[src/afp_pkg.sv]
// Purpose: shared constants and carrier types for the amplifier fault supervisor
// Assumes: 250 MHz core clock, temperature arrives as an unsigned code in degrees C
// Notes: open-drain outputs are carried as a level plus an active-low enable
package afp_pkg;

    ////////////////////////////////////////////////////////////////////////////
    // clock and timing
    localparam int unsigned CLK_MHZ = 250;
    localparam int unsigned CLK_PERIOD_NS = 4;
    // short test budget per microfarad of output filter capacitance, in ms
    localparam int unsigned PIN_SHORT_CHECK_MS_PER_UF = 15;
    // the test has two steps; each step may use half of the per-uF budget
    localparam int unsigned PIN_SHORT_CHECK_STEPS = 2;
    localparam int unsigned PIN_SHORT_CHECK_UNIT_CYC_DEF = (PIN_SHORT_CHECK_MS_PER_UF * 1000 * CLK_MHZ) / PIN_SHORT_CHECK_STEPS;
    // clocks after reset until the pin synchroniser shows real levels
    localparam logic [2:0] SYNC_SETTLE_CYC = 3'h4;

    ////////////////////////////////////////////////////////////////////////////
    // temperature thresholds, degrees C
    localparam logic [7:0] TEMP_WARN_LOW_C = 8'h64;  // 100
    localparam logic [7:0] TEMP_WARN_HIGH_C = 8'h7D; // 125
    localparam logic [7:0] TEMP_SHUT_C = 8'h9B;      // 155

    ////////////////////////////////////////////////////////////////////////////
    // reset values
    localparam logic [3:0] HB_ALL = 4'hF;
    localparam logic [3:0] HB_NONE = 4'h0;
    localparam logic [3:0] CAP_MIN_UF = 4'h1;

    ////////////////////////////////////////////////////////////////////////////
    // startup phases
    typedef enum logic [1:0] {
        PH_POR = 2'b00,
        PH_TEST_GND = 2'b01,
        PH_TEST_PVDD = 2'b10,
        PH_RUN = 2'b11
    } afp_phase_t;

    // pin inputs, all asynchronous to clk; index 0..3 are half-bridges A..D
    typedef struct packed {
        logic [7:0] temp_c;            // junction temperature code
        logic reset_pin_n;             // reset input from the controller
        logic uv_common;               // common supply below threshold
        logic [3:0] uv_gate;           // gate_drive_supply below threshold
        logic [3:0] overload;          // overload comparator per half-bridge
        logic [3:0] boot_uv;           // bootstrap undervoltage per half-bridge
        logic [3:0] short_gnd;         // output shorted to power ground
        logic [3:0] short_pvdd;        // output shorted to power_stage_supply
        logic parallel_bridge_config;  // strap
        logic single_ended_config;     // strap
        logic three_level;             // strap: three-level temperature variant
        logic [3:0] filt_cap_uf;       // output filter capacitance, whole uF
    } afp_pins_t;

    // open-drain flags: level is always low, enable low means pulling low
    typedef struct packed {
        logic shutdown_flag_n_out;
        logic shutdown_flag_n_oe_n;
        logic overtemp_warn_n_out;
        logic overtemp_warn_n_oe_n;
        logic overtemp_warn_low_n_out;
        logic overtemp_warn_low_n_oe_n;
        logic overtemp_warn_high_n_out;
        logic overtemp_warn_high_n_oe_n;
    } afp_od_t;

    // half-bridge control
    typedef struct packed {
        logic [3:0] hiz;      // 1: both transistors off
        logic [3:0] weak_pd;  // 1: weak pulldown for bootstrap charging
    } afp_hb_t;

endpackage

[src/afp_sync.sv]
// Purpose: three-stage synchroniser for a bundle of slow pin levels
// Assumes: inputs are levels that stay put far longer than three clocks
// Notes: the bundle only moves when stages two and three agree as a whole word
`timescale 1ns/1ps
`default_nettype none
module afp_sync #(
    parameter int W = 8
) (
    input wire logic clk,
    input wire logic resetn,
    input wire logic [W-1:0] async_in,
    output var logic [W-1:0] sync_out
);

    typedef struct packed {
        logic [W-1:0] s1;
        logic [W-1:0] s2;
        logic [W-1:0] s3;
        logic [W-1:0] val;
    } afp_sync_t;

    afp_sync_t s_q;
    afp_sync_t s_d;

    ////////////////////////////////////////////////////////////////////////////
    // stage one is read only by stage two; a word that is still settling
    // never reaches the output, so a multi-bit code cannot tear
    always_comb begin
        s_d = s_q;
        s_d.s1 = async_in;
        s_d.s2 = s_q.s1;
        s_d.s3 = s_q.s2;
        if (s_q.s2 == s_q.s3) begin
            s_d.val = s_q.s3;
        end
    end

    always_ff @(posedge clk) begin
        if (!resetn) begin
            s_q <= '0;
        end else begin
            s_q <= s_d;
        end
    end

    assign sync_out = s_q.val;

endmodule
`default_nettype wire

[src/afp_ctrl.sv]
// Purpose: fault supervision, error flags and startup short test of a 4 half-bridge stage
// Assumes: resetn is the power-on reset; all fault indications come from comparators
// Notes: every flag and half-bridge control leaves a flip-flop
// What this block does
// - Shutdown and warning outputs are open-drain, active low, pulled only on a condition.
// - Any fault that shuts the power stage pulls the shutdown flag low.
// - High warnings go low above 125C, low warning above 100C.
// - Reset input low releases the shutdown flag whatever faults exist.
// - A shutdown fault puts the stage in high impedance and pulls the flag.
// - Faults other than overload and overtemperature error recover by themselves.
// - Bootstrap undervoltage disables only its half-bridge, no latch, no flag.
// - Short test runs only at startup with common supply present.
// - A found short holds all half-bridges off until removed, then startup continues.
// - Short test checks ground shorts first, then supply shorts.
// - Test duration scales with filter capacitance, 15ms per uF.
// - During the test the flag is low and reset changes are ignored.
// - Reset after startup never restarts the short test.
// - Short test runs in bridge and parallel configs, skipped single-ended.
// - Three-level variant: warnings at 100C, 125C; above 155C latched shutdown.
// - Latched overtemperature error clears only by reset from the controller.
// - Two-level variant: one warning above 125C; above 155C latched shutdown.
// - Any supply undervoltage shuts all half-bridges and pulls the flag; auto recovers.
// - Power-on reset clears the overload state.
// - Reset input low forces every power transistor off.
// - Reset low enables weak pulldowns in bridge configs, none single-ended.
// - Latched overload clears only on a reset rising edge.
`timescale 1ns/1ps
`default_nettype none
module afp_ctrl #(
    parameter int unsigned PIN_SHORT_CHECK_UNIT_CYC = afp_pkg::PIN_SHORT_CHECK_UNIT_CYC_DEF
) (
    input wire logic clk,
    input wire logic resetn,
    input wire afp_pkg::afp_pins_t pins,
    output var afp_pkg::afp_od_t od,
    output var afp_pkg::afp_hb_t hb
);
    import afp_pkg::*;

    localparam logic [31:0] UNIT_LAST = 32'(PIN_SHORT_CHECK_UNIT_CYC - 1);

    typedef struct packed {
        afp_phase_t phase;
        logic cfg_parallel_bridge_config;
        logic cfg_se;
        logic three_level;
        logic [3:0] cap_uf;
        logic overtemp_error;
        logic [3:0] overload_protect;
        logic rst_pin_prev;
        logic [2:0] settle;
        logic short_seen;
        logic [31:0] unit_cnt;
        logic [3:0] step_cnt;
        afp_od_t od;
        afp_hb_t hb;
    } afp_ctrl_t;

    afp_ctrl_t s_q;
    afp_ctrl_t s_d;
    afp_pins_t p;
    logic [3:0] olp_next;
    logic [3:0] pair_off;
    logic rst_low;
    logic rst_rise;
    logic uv_any;
    logic testing;
    logic test_next;
    logic short_now;
    logic glob_fault;
    logic sd_pull;
    logic [3:0] cap_eff;

    ////////////////////////////////////////////////////////////////////////////
    // pin synchronisation
    afp_sync #(
        .W($bits(afp_pins_t))
    ) u_sync (
        .clk(clk),
        .resetn(resetn),
        .async_in(pins),
        .sync_out(p)
    );

    ////////////////////////////////////////////////////////////////////////////
    // reset pin events; edges during the short test are not acted upon
    assign rst_low = ~p.reset_pin_n;
    assign testing = (s_q.phase == PH_TEST_GND) || (s_q.phase == PH_TEST_PVDD);
    assign rst_rise = p.reset_pin_n & ~s_q.rst_pin_prev & ~testing;

    // overload latches only while switching; a new overload beats the clearing edge
    assign olp_next = (s_q.overload_protect & ~{4{rst_rise}}) |
                      ((s_q.phase == PH_RUN) ? p.overload : HB_NONE);

    // a local fault takes out its pair, or the whole stage when paralleled
    for (genvar i = 0; i < 4; i++) begin : g_hb
        assign pair_off[i] = s_q.cfg_parallel_bridge_config ? (|olp_next) : (olp_next[i] | olp_next[i ^ 1]);
    end

    ////////////////////////////////////////////////////////////////////////////
    // next state: phase sequence, latches and output images
    always_comb begin
        s_d = s_q;
        uv_any = p.uv_common | (|p.uv_gate);
        short_now = 1'b0;
        cap_eff = (s_q.cap_uf == 4'h0) ? CAP_MIN_UF : s_q.cap_uf;
        s_d.rst_pin_prev = p.reset_pin_n;
        s_d.overload_protect = olp_next;
        // reset low clears the error latch, except while the test owns the stage
        s_d.overtemp_error = (s_q.overtemp_error & ~(rst_low & ~testing)) | (p.temp_c > TEMP_SHUT_C);
        case (s_q.phase)
            PH_POR: begin
                // the synchroniser shows zeros for a few clocks after reset, which would
                // read as good supplies and empty straps; leave only once real levels show
                if (s_q.settle != SYNC_SETTLE_CYC) begin
                    s_d.settle = 3'(s_q.settle + 3'h1);
                end
                // straps are caught by the clock, never by the reset itself
                s_d.cfg_parallel_bridge_config = p.parallel_bridge_config;
                s_d.cfg_se = p.single_ended_config;
                s_d.three_level = p.three_level;
                s_d.cap_uf = p.filt_cap_uf;
                s_d.unit_cnt = 32'h0;
                s_d.step_cnt = 4'h0;
                if (!uv_any && (s_q.settle == SYNC_SETTLE_CYC)) begin
                    s_d.phase = p.single_ended_config ? PH_RUN : PH_TEST_GND;
                end
            end
            PH_TEST_GND, PH_TEST_PVDD: begin
                // ground shorts are checked first, supply shorts second
                short_now = (s_q.phase == PH_TEST_GND) ? (|p.short_gnd) : (|p.short_pvdd);
                s_d.short_seen = s_q.short_seen | short_now;
                if (p.uv_common) begin
                    s_d.phase = PH_POR;
                end else if (short_now) begin
                    // hold the step open until the short is gone
                    s_d.unit_cnt = 32'h0;
                    s_d.step_cnt = 4'h0;
                end else if (s_q.unit_cnt == UNIT_LAST) begin
                    s_d.unit_cnt = 32'h0;
                    if (s_q.step_cnt == 4'(cap_eff - 4'h1)) begin
                        s_d.step_cnt = 4'h0;
                        s_d.phase = (s_q.phase == PH_TEST_GND) ? PH_TEST_PVDD : PH_RUN;
                    end else begin
                        s_d.step_cnt = 4'(s_q.step_cnt + 4'h1);
                    end
                end else begin
                    s_d.unit_cnt = 32'(s_q.unit_cnt + 32'h1);
                end
            end
            PH_RUN: begin
                // once switching, nothing sends the block back into the test
                s_d.phase = PH_RUN;
            end
            default: begin
                s_d.phase = PH_POR;
            end
        endcase

        test_next = (s_d.phase == PH_TEST_GND) || (s_d.phase == PH_TEST_PVDD);
        // undervoltage is not latched, so the stage returns with the supply
        glob_fault = s_d.overtemp_error | uv_any;
        // a latched overload pulls the flag and takes out its own pair, or all four when paralleled
        sd_pull = test_next | (~rst_low & (glob_fault | (|s_d.overload_protect)));

        // half-bridges: global faults, reset and startup take all four off
        if ((s_d.phase != PH_RUN) || rst_low || glob_fault) begin
            s_d.hb.hiz = HB_ALL;
        end else begin
            s_d.hb.hiz = pair_off | p.boot_uv;
        end
        // weak pulldowns charge bootstraps; never while the test probes the pins
        s_d.hb.weak_pd = (rst_low && !s_d.cfg_se && !test_next) ? HB_ALL : HB_NONE;

        // open-drain flags; the level stays low, only the enable moves
        s_d.od.shutdown_flag_n_out = 1'b0;
        s_d.od.overtemp_warn_n_out = 1'b0;
        s_d.od.overtemp_warn_low_n_out = 1'b0;
        s_d.od.overtemp_warn_high_n_out = 1'b0;
        s_d.od.shutdown_flag_n_oe_n = ~sd_pull;
        s_d.od.overtemp_warn_n_oe_n = ~(p.temp_c > TEMP_WARN_HIGH_C);
        s_d.od.overtemp_warn_high_n_oe_n = ~(p.temp_c > TEMP_WARN_HIGH_C);
        // the low warning exists only in the three-level variant
        s_d.od.overtemp_warn_low_n_oe_n =
            ~(s_d.three_level && (p.temp_c > TEMP_WARN_LOW_C));
    end

    ////////////////////////////////////////////////////////////////////////////
    // power-on reset: stage off, flags released, overload cleared
    always_ff @(posedge clk) begin
        if (!resetn) begin
            s_q <= '0;
            s_q.phase <= PH_POR;
            s_q.overload_protect <= HB_NONE;
            s_q.hb.hiz <= HB_ALL;
            s_q.od.shutdown_flag_n_oe_n <= 1'b1;
            s_q.od.overtemp_warn_n_oe_n <= 1'b1;
            s_q.od.overtemp_warn_low_n_oe_n <= 1'b1;
            s_q.od.overtemp_warn_high_n_oe_n <= 1'b1;
        end else begin
            s_q <= s_d;
        end
    end

    assign od = s_q.od;
    assign hb = s_q.hb;
endmodule
`default_nettype wire

[config.mk]
export PLATFORM = sky130hd
export DESIGN_NAME = afp_ctrl
export DESIGN_NICKNAME = d
export VERILOG_FILES = /design/src/afp_pkg.sv /design/src/afp_sync.sv /design/src/afp_ctrl.sv
export SDC_FILE = /design/constraint.sdc
export NUM_CORES = 1
export LEC_CHECK = 0
export BUFFER_PORTS_ARGS = -buffer_cell sky130_fd_sc_hd__buf_2
export CORE_AREA = 2 2 117 119
export CTS_CLUSTER_DIAMETER = 30
export DETAILED_ROUTE_END_ITERATION = 7
export DIE_AREA = 0 0 119 121
export GPL_TIMING_DRIVEN = 0
export PLACE_DENSITY = 0.87
export SYNTH_ARGS = -nofsm -noshare
export SYNTH_HDL_FRONTEND = slang
export SYNTH_HIERARCHICAL = 1
export SYNTH_SLANG_ARGS = --single-unit
[constraint.sdc]
create_clock -name clk -period 4.9 [get_ports clk]
set_input_delay 0.49 -clock clk [delete_from_list [all_inputs] [get_ports clk]]
set_output_delay 0.49 -clock clk [all_outputs]
set_load 0.02 [all_outputs]
==> results.cfg, run 1 <==
[cts]
cts_root_buffer = clkbuf_16
cts_tree = yes
htree_num_levels = 2
clk_pin_slew_ns = 0.06
numCtsBuffers = 36
post_cts_buffers = 0
clockBufferDepth = 3
cts_hold_repair.buffers = 0
cts.sinks = 210
cts_resized = 0
insertion_delay_ns = 0.51

[die]
coreArea_sq_um = 13100
initial_utilization_pct = 63.4
rows = 42
die_w_um = 119
dieArea_sq_um = 14400
dieHeight_um = 121
ioPinCount = 55

[synth]
yosysUniqueCellTypes = 54
synth_edf_count = 0
synth_area_sq_um = 8300
ys_seq_area_share_pct = 50.7
syn_inst = 829
synth-seq-cells = 210
ys.flop_type = dfxtp_1
ys_warn_count = 6
async_reset_ff_share_pct = 0
synth.avg_cell_area_sq_um = 10.0

[global_route]
grt_pass1_wl_um = 27200
grt_overflow = 0
grt_pass1_vias = 5680
grt_max_degree = 15
track_usage_pct = 23.6
antenna_found_initial = 0

[placement]
placed_area_sq_um = 8780
dp_hpwl_um = 10300
io_buffers = 50
place.gp.congestion = 0.817

[timing]
drv_slew = 0
finalSetupViolations = 0
clock.fmax_mhz = 323
final.period_utilization_pct = 63.1
period_needed_ns = 3.09
hold_ws_ns = 0.181
tns_ns = 0
worstMarginPinSlew_ns = 0.769
rsz0062_at_grt = false
finClkSkew_ns = 0.0248
hold_violations = 0
relSlewSlack_pct = 48.2

[worst_setup_path]
timing.rr.start = s_q[64]
crit_fanout = 6
worstReg2RegEnd = hb[6]
cp.required_ns = 5.27
worstSetupStartpointType = register
arrival_ns = 3.46
path_class = register to register
end_kind = register
reg2reg_slack_ns = 1.81
r2r_cells = 14

[final_layout]
nNetsFinal = 968
fillers = 828
antennaDiodeCount = 0
areaGrowthSynthToFinish_pct = 20.3
stdcell_area_sq_um = 9980
layout-drive-gt1-share_pct = 19.7

[min_path]
hp-class = primary input to register
holdPathStages = 2
min-delay-start = pins[22]
hold-path-endpoint = u_sync/s_d[96]

[detailed_routing]
drtIter0Drc = 311
antenna_left = 0
drc = 0
routed_via_density = 5.04
drt_pre_antenna_iters = 5
num_vias = 5648
wl_per_cell_um = 14.6
drt-total-wl_um = 16400

[power]
p_leak_nw = 4.22
cellPowerDensity_nw_per_um2 = 463
peakVddDrop_mv = 0.420

[outcome]
status = complete, no violations

[job]
cap_viol_max_count = 0
-- layout by cell type (no fill, tap or decap), types with 5 or more instances in the layout --
cell | Yosys | routed
and2_1 | 117 | 117
dfxtp_1 | 210 | 210
clkbuf_8 | 0 | 6
ha_1 | 9 | 9
o21ai_0 | 10 | 10
inv_6 | 0 | 5
buf_2 | 0 | 50
nor2b_1 | 16 | 16
mux2i_1 | 48 | 48
a22oi_1 | 5 | 5
buf_4 | 56 | 56
clkbuf_16 | 0 | 38
inv_1 | 7 | 7
nand3_1 | 14 | 14
xor2_1 | 62 | 62
nand4_1 | 11 | 11
nor3_1 | 8 | 8
nor2_1 | 46 | 46
a21oi_1 | 6 | 6
or2_2 | 6 | 6
and3_1 | 8 | 8
nor4_1 | 12 | 12
xnor2_1 | 8 | 8
clkbuf_1 | 18 | 22
nand2_1 | 100 | 100
and4_1 | 5 | 5
-- worst max-delay path, cell delays in order, from the launching register on --
cell	delay (ns)
dfxtp_1	0.37
nor3_1	0.24
nor2_1	0.07
ha_1	0.31
xnor2_1	0.16
a2111oi_4	0.31
and2_1	0.22
o2111ai_2	0.15
mux2i_1	0.19
nor3_1	0.22
ha_1	0.18
nand2_1	0.05
nor2_1	0.12
nand2_1	0.10
or2_2	0.28
-- power breakdown --
part	switching [mW]	internal, mW	total (mW)
combinational	0.236	0.174	0.410
sequential	0.0345	1.77	1.80
clock	0.834	1.57	2.40
-- registers in the layout (all words and copies together) (netlist names) --
name / flops
u_sync/s_d: 74
s_q: 54
u_sync/s_q: 37
u_sync/sync_out: 37
hb: 5
od: 3
-- cell families (layout without fill, tap and decap cells) --
family,count (synthesis),in the layout,synth area share [%]
DFF,210,210,50.7
AOI/OAI and AO/OA,37,37,3.45
adders and majority gates,9,9,1.36
xor gates and xnor gates,71,71,7.66
and+or+nand+nor,360,360,23.1
muxes,48,48,5.79
buffers and inverters,93,206,7.96
other,1,4,0.0452
-- final cells by class --
| type | instances | area [sq um] | area share [%] |
|---|---|---|---|
| Inverter | 7 | 26.3 | 0.263 |
| Buffer | 86 | 634 | 6.36 |
| Clock inverter | 15 | 151 | 1.52 |
| Timing Repair Buffer | 50 | 250 | 2.51 |
| Clock buffer | 48 | 1050 | 10.5 |
| Multi-Input combinational cell | 529 | 3440 | 34.5 |
| Sequential cell | 210 | 4200 | 42.1 |
| Tap cell | 176 | 220 | 2.21 |
-- cell usage after synthesis (2+ instances only) --
cell | count | area share, %
nor3_1 | 8 | 0.48
ha_1 | 9 | 1.4
xnor2_1 | 8 | 0.84
buf_6 | 2 | 0.27
or2_2 | 6 | 0.45
a21boi_0 | 2 | 0.18
or4_1 | 2 | 0.18
nor3b_1 | 2 | 0.18
dlygate4sd1_1 | 4 | 0.42
and4_1 | 5 | 0.53
dfxtp_1 | 210 | 51
a22oi_1 | 5 | 0.45
nor4_1 | 12 | 0.90
nor2_1 | 46 | 2.1
nand4_1 | 11 | 0.83
a21oi_1 | 6 | 0.36
dlymetal6s2s_1 | 2 | 0.30
xor2_1 | 62 | 6.5
buf_12 | 3 | 0.72
o211ai_1 | 2 | 0.18
nand3_1 | 14 | 0.84
nor2b_1 | 16 | 1.2
clkbuf_1 | 18 | 0.81
and3_1 | 8 | 0.60
inv_1 | 7 | 0.32
nor4b_1 | 3 | 0.32
buf_4 | 56 | 5.1
o21ai_0 | 10 | 0.60
nor3_2 | 3 | 0.36
and2_1 | 117 | 8.8
nand2_1 | 100 | 4.5
mux2i_1 | 48 | 5.8
-- through the flow --
stage,total power [mW],worst slack (ns),utilization (%),cells
after detailed placement,2.24,1.90,67.1,1058
final,4.62,1.81,76.3,1121
after global routing,4.79,1.53,76.3,1121
after floorplan,2.13,2.15,-,832
after global placement,2.22,1.93,67.1,1058
after CTS,4.65,1.83,76.3,1121
-- routing by layer --
metal  wire length (um)  track usage [%]
met5                  0                0
met4                530             12.4
met3                665             4.93
met2               8290             41.7
met1               6930             26.7
-- worst max path at each step --
| stage | cells past startpoint | endpoint | slack, ns | startpoint |
|---|---|---|---|---|
| 2_1_floorplan | 14 | hb[4] | 2.15 | s_q[63] |
| 3_3_place_gp | 14 | hb[6] | 1.93 | s_q[63] |
| 3_5_place_dp | 14 | hb[6] | 1.90 | s_q[63] |
| 4_1_cts | 14 | hb[6] | 1.83 | s_q[63] |
| 5_1_grt | 14 | hb[7] | 1.53 | s_q[63] |
| 6_report | 14 | hb[6] | 1.81 | s_q[64] |
Power figures use the tool's default switching activity.
==> inputs of run 2 (changes only) <==
ABC_AREA = 1   (was unset)
CORE_AREA = 2 2 132 134   (was 2 2 117 119)
DIE_AREA = 0 0 134 136   (was 0 0 119 121)
PLACE_DENSITY = 0.79   (was 0.87)
clock period = 2.55 ns   (was 4.9 ns; I/O delays follow)
==> run 2 against run 1 <==
  * Critical path depth increased by 5
  * Sequential cell count did not move
  * Clock power up 120%
  * Design area rose by 14%
  * Largest cell class unchanged
==> results.cfg, run 2 <==
[power]
p_leak_nw = 5.78
peakVddDrop_mv = 0.626
p_total_mw = 10.3
cellPowerDensity_nw_per_um2 = 904

[die]
die_w_um = 134
rows = 48
initial_utilization_pct = 53.6
ioPinCount = 55
coreArea_sq_um = 16900
dieArea_sq_um = 18200
dieHeight_um = 136

[final_layout]
final_common_cell = nand2_1
antennaDiodeCount = 0
areaGrowthSynthToFinish_pct = 25.8
layout-drive-gt1-share_pct = 15.7
fillers = 1273
largest_reg_flops = 74
multiInputGateArea_sq_um = 3370
nNetsFinal = 1457
final_cell_mix = nand2_1 (348), inv_1 (249), dfxtp_1 (209)
seq_area_sq_um = 4210

[placement]
place.gp.congestion = 0.834
pre_cts_ws_ns = 0.107
io_buffers = 50
dp_hpwl_um = 12200

[synth]
synth_edf_count = 0
synth.avg_cell_area_sq_um = 7.08
synth-seq-cells = 210
netlist_top_cells_count = nand2_1 (352), inv_1 (250), dfxtp_1 (210), nor2_1 (161), nand3_1 (58)
synth_area_leaders = dfxtp_1 (47%), nand2_1 (15%), inv_1 (10%)
ys_warn_count = 6
synth_top_area_cell = dfxtp_1
yosys.area.top_type_share_pct = 46.5
yosysUniqueCellTypes = 37
async_reset_ff_share_pct = 0
synth_area_sq_um = 9040
ys.flop_type = dfxtp_1
syn_inst = 1277
ys_seq_area_share_pct = 46.5
synth_most_common_cell = nand2_1

[global_route]
track_usage_pct = 22.3
grt_pass1_wl_um = 33100
grt_overflow = 0
grt_max_degree = 12
grt_pass1_vias = 7492
antenna_found_initial = 0

[timing]
worstMarginPinSlew_ns = 0.548
finClkSkew_ns = 0.0215
drv_slew = 0
finalSetupViolations = 0
final.period_utilization_pct = 92.6
period_needed_ns = 2.36
setup_slack_ns = 0.189
tns_ns = 0
relSlewSlack_pct = 63.4
hold_violations = 0
rsz0062_at_grt = false
clock.fmax_mhz = 424

[cts]
cts.sinks = 210
insertion_delay_ns = 0.52
cts_tree = yes
clk_pin_slew_ns = 0.05
htree_num_levels = 2
cts_root_buffer = clkbuf_16
clockBufferDepth = 3
numCtsBuffers = 39

[detailed_routing]
drt_pre_antenna_iters = 5
drtIter0Drc = 418
wl_per_cell_um = 11.8
num_vias = 7567
antenna_left = 0
routed_via_density = 4.55
drc = 0
drt-total-wl_um = 19600

[worst_setup_path]
crit_fanout = 3
worstSetupStartpointType = register
cp.required_ns = 2.94
path_buf_inv = 2
cp_common_cell = nand2_1
path_class = register to register
cp_cell_sequence = nor2_4, nand2_2, nand2_2, inv_2, ha_4, xor2_2, nand2_1, nor2_2, nand2_1, nand2_1, nand2_1, nand2_1, nand2_1, inv_1, ha_2, nand2_1, nor2_2, and3_4, nand2_2
crit_slowest_cell = dfxtp_4
arrival_ns = 2.75
end_kind = register
critical_path.top_delay_family = simple AND/OR/NAND/NOR gates
slowest_delay_ns = 0.35

[outcome]
status = complete, no violations

[job]
cap_viol_max_count = 0

[min_path]
hp-class = primary input to register
-- run 2: cell types whose count changed after synthesis, moves of 7 or more --
cell | before | now
and3_1 | 8 | 1
inv_1 | 7 | 250
mux2i_1 | 48 | 0
and2_1 | 117 | 2
nor3_1 | 8 | 17
xor2_1 | 62 | 17
nor2_1 | 46 | 161
nand3_1 | 14 | 58
a21oi_1 | 6 | 27
nor4_1 | 12 | 4
o21ai_0 | 10 | 30
nor2b_1 | 16 | 1
nand2_1 | 100 | 352
-- run 2: metal layers --
layer / vias to the layer above / share of wire [%] / GRT usage [%]
li1: 3982 / - / -
met3: 59 / 4.2 / 4.18
met2: 180 / 51 / 42.2
met5: - / 0 / 0
met1: 3346 / 41 / 23.9
met4: 0 / 3.2 / 10.6
-- run 2: what timing repair did --
item	4_1_cts	5_1_grt
gates resized for setup	1	16
endpoints found under the setup margin	1	5
pin swaps	0	6
endpoints found under the hold margin	37	0
buffers inserted	0	1
hold buffers	37	0
-- run 2: kinds of logic after synthesis --
family,after synthesis,share of synthesized area (%)
buffers and inverters,340,17.0
adders and majority gates,9,1.25
xor gates and xnor gates,26,2.52
other,1,0.0415
AOI/OAI and AO/OA,63,3.72
and+or+nand+nor,628,28.9
DFF,210,46.5
-- run 2: path summary, 6_finish.rpt --
check / startpoint / end / slack [ns] / depth (start not counted)
min reg2reg: u_sync/s_d[87] / u_sync/s_d[50] / 0.41 / 2
max: s_q[64] / hb[7] / 0.19 / 19
min: resetn / s_q[56] / 0.11 / 3
max reg2reg: s_q[64] / hb[7] / 0.19 / 19
-- run 2: report_power, final --
group          internal, mW  switching [mW]  total [mW]  leakage, nW
Sequential             3.45          0.0978        3.55         1.71
Combinational         0.543           0.965        1.51         3.40
Clock                  3.50            1.73        5.22        0.665
Total                  7.49            2.79        10.3         5.78
-- run 2: final cells by class --
class | count | area share (%)
Sequential cell | 210 | 37.0
Clock buffer | 45 | 8.96
Buffer | 84 | 5.07
Inverter | 256 | 8.45
Tap cell | 225 | 2.48
Clock inverter | 25 | 2.89
Timing Repair Buffer | 88 | 5.52
Multi-Input combinational cell | 730 | 29.6
-- run 2: worst reg2reg max path: cells and delay by family, from the launching register on --
family,cells,cell delay [ns]
xor gates and xnor gates,1,0.14
adders and majority gates,2,0.42
buffers and inverters,2,0.10
DFF,1,0.35
and+or+nand+nor,14,1.21
-- run 2: metrics by stage --
stage | utilization (%) | instances | hold WS [ns] | instance area (sq um)
5_1_grt | 67.4 | 1663 | 0.117 | 11400
6_report | 67.4 | 1663 | 0.109 | 11400
3_5_place_dp | 56.8 | 1555 | 0.396 | 9580
2_1_floorplan | - | 1280 | 0.348 | 9050
4_1_cts | 67.0 | 1662 | 0.0804 | 11300
3_3_place_gp | 56.8 | 1555 | 0.396 | 9580
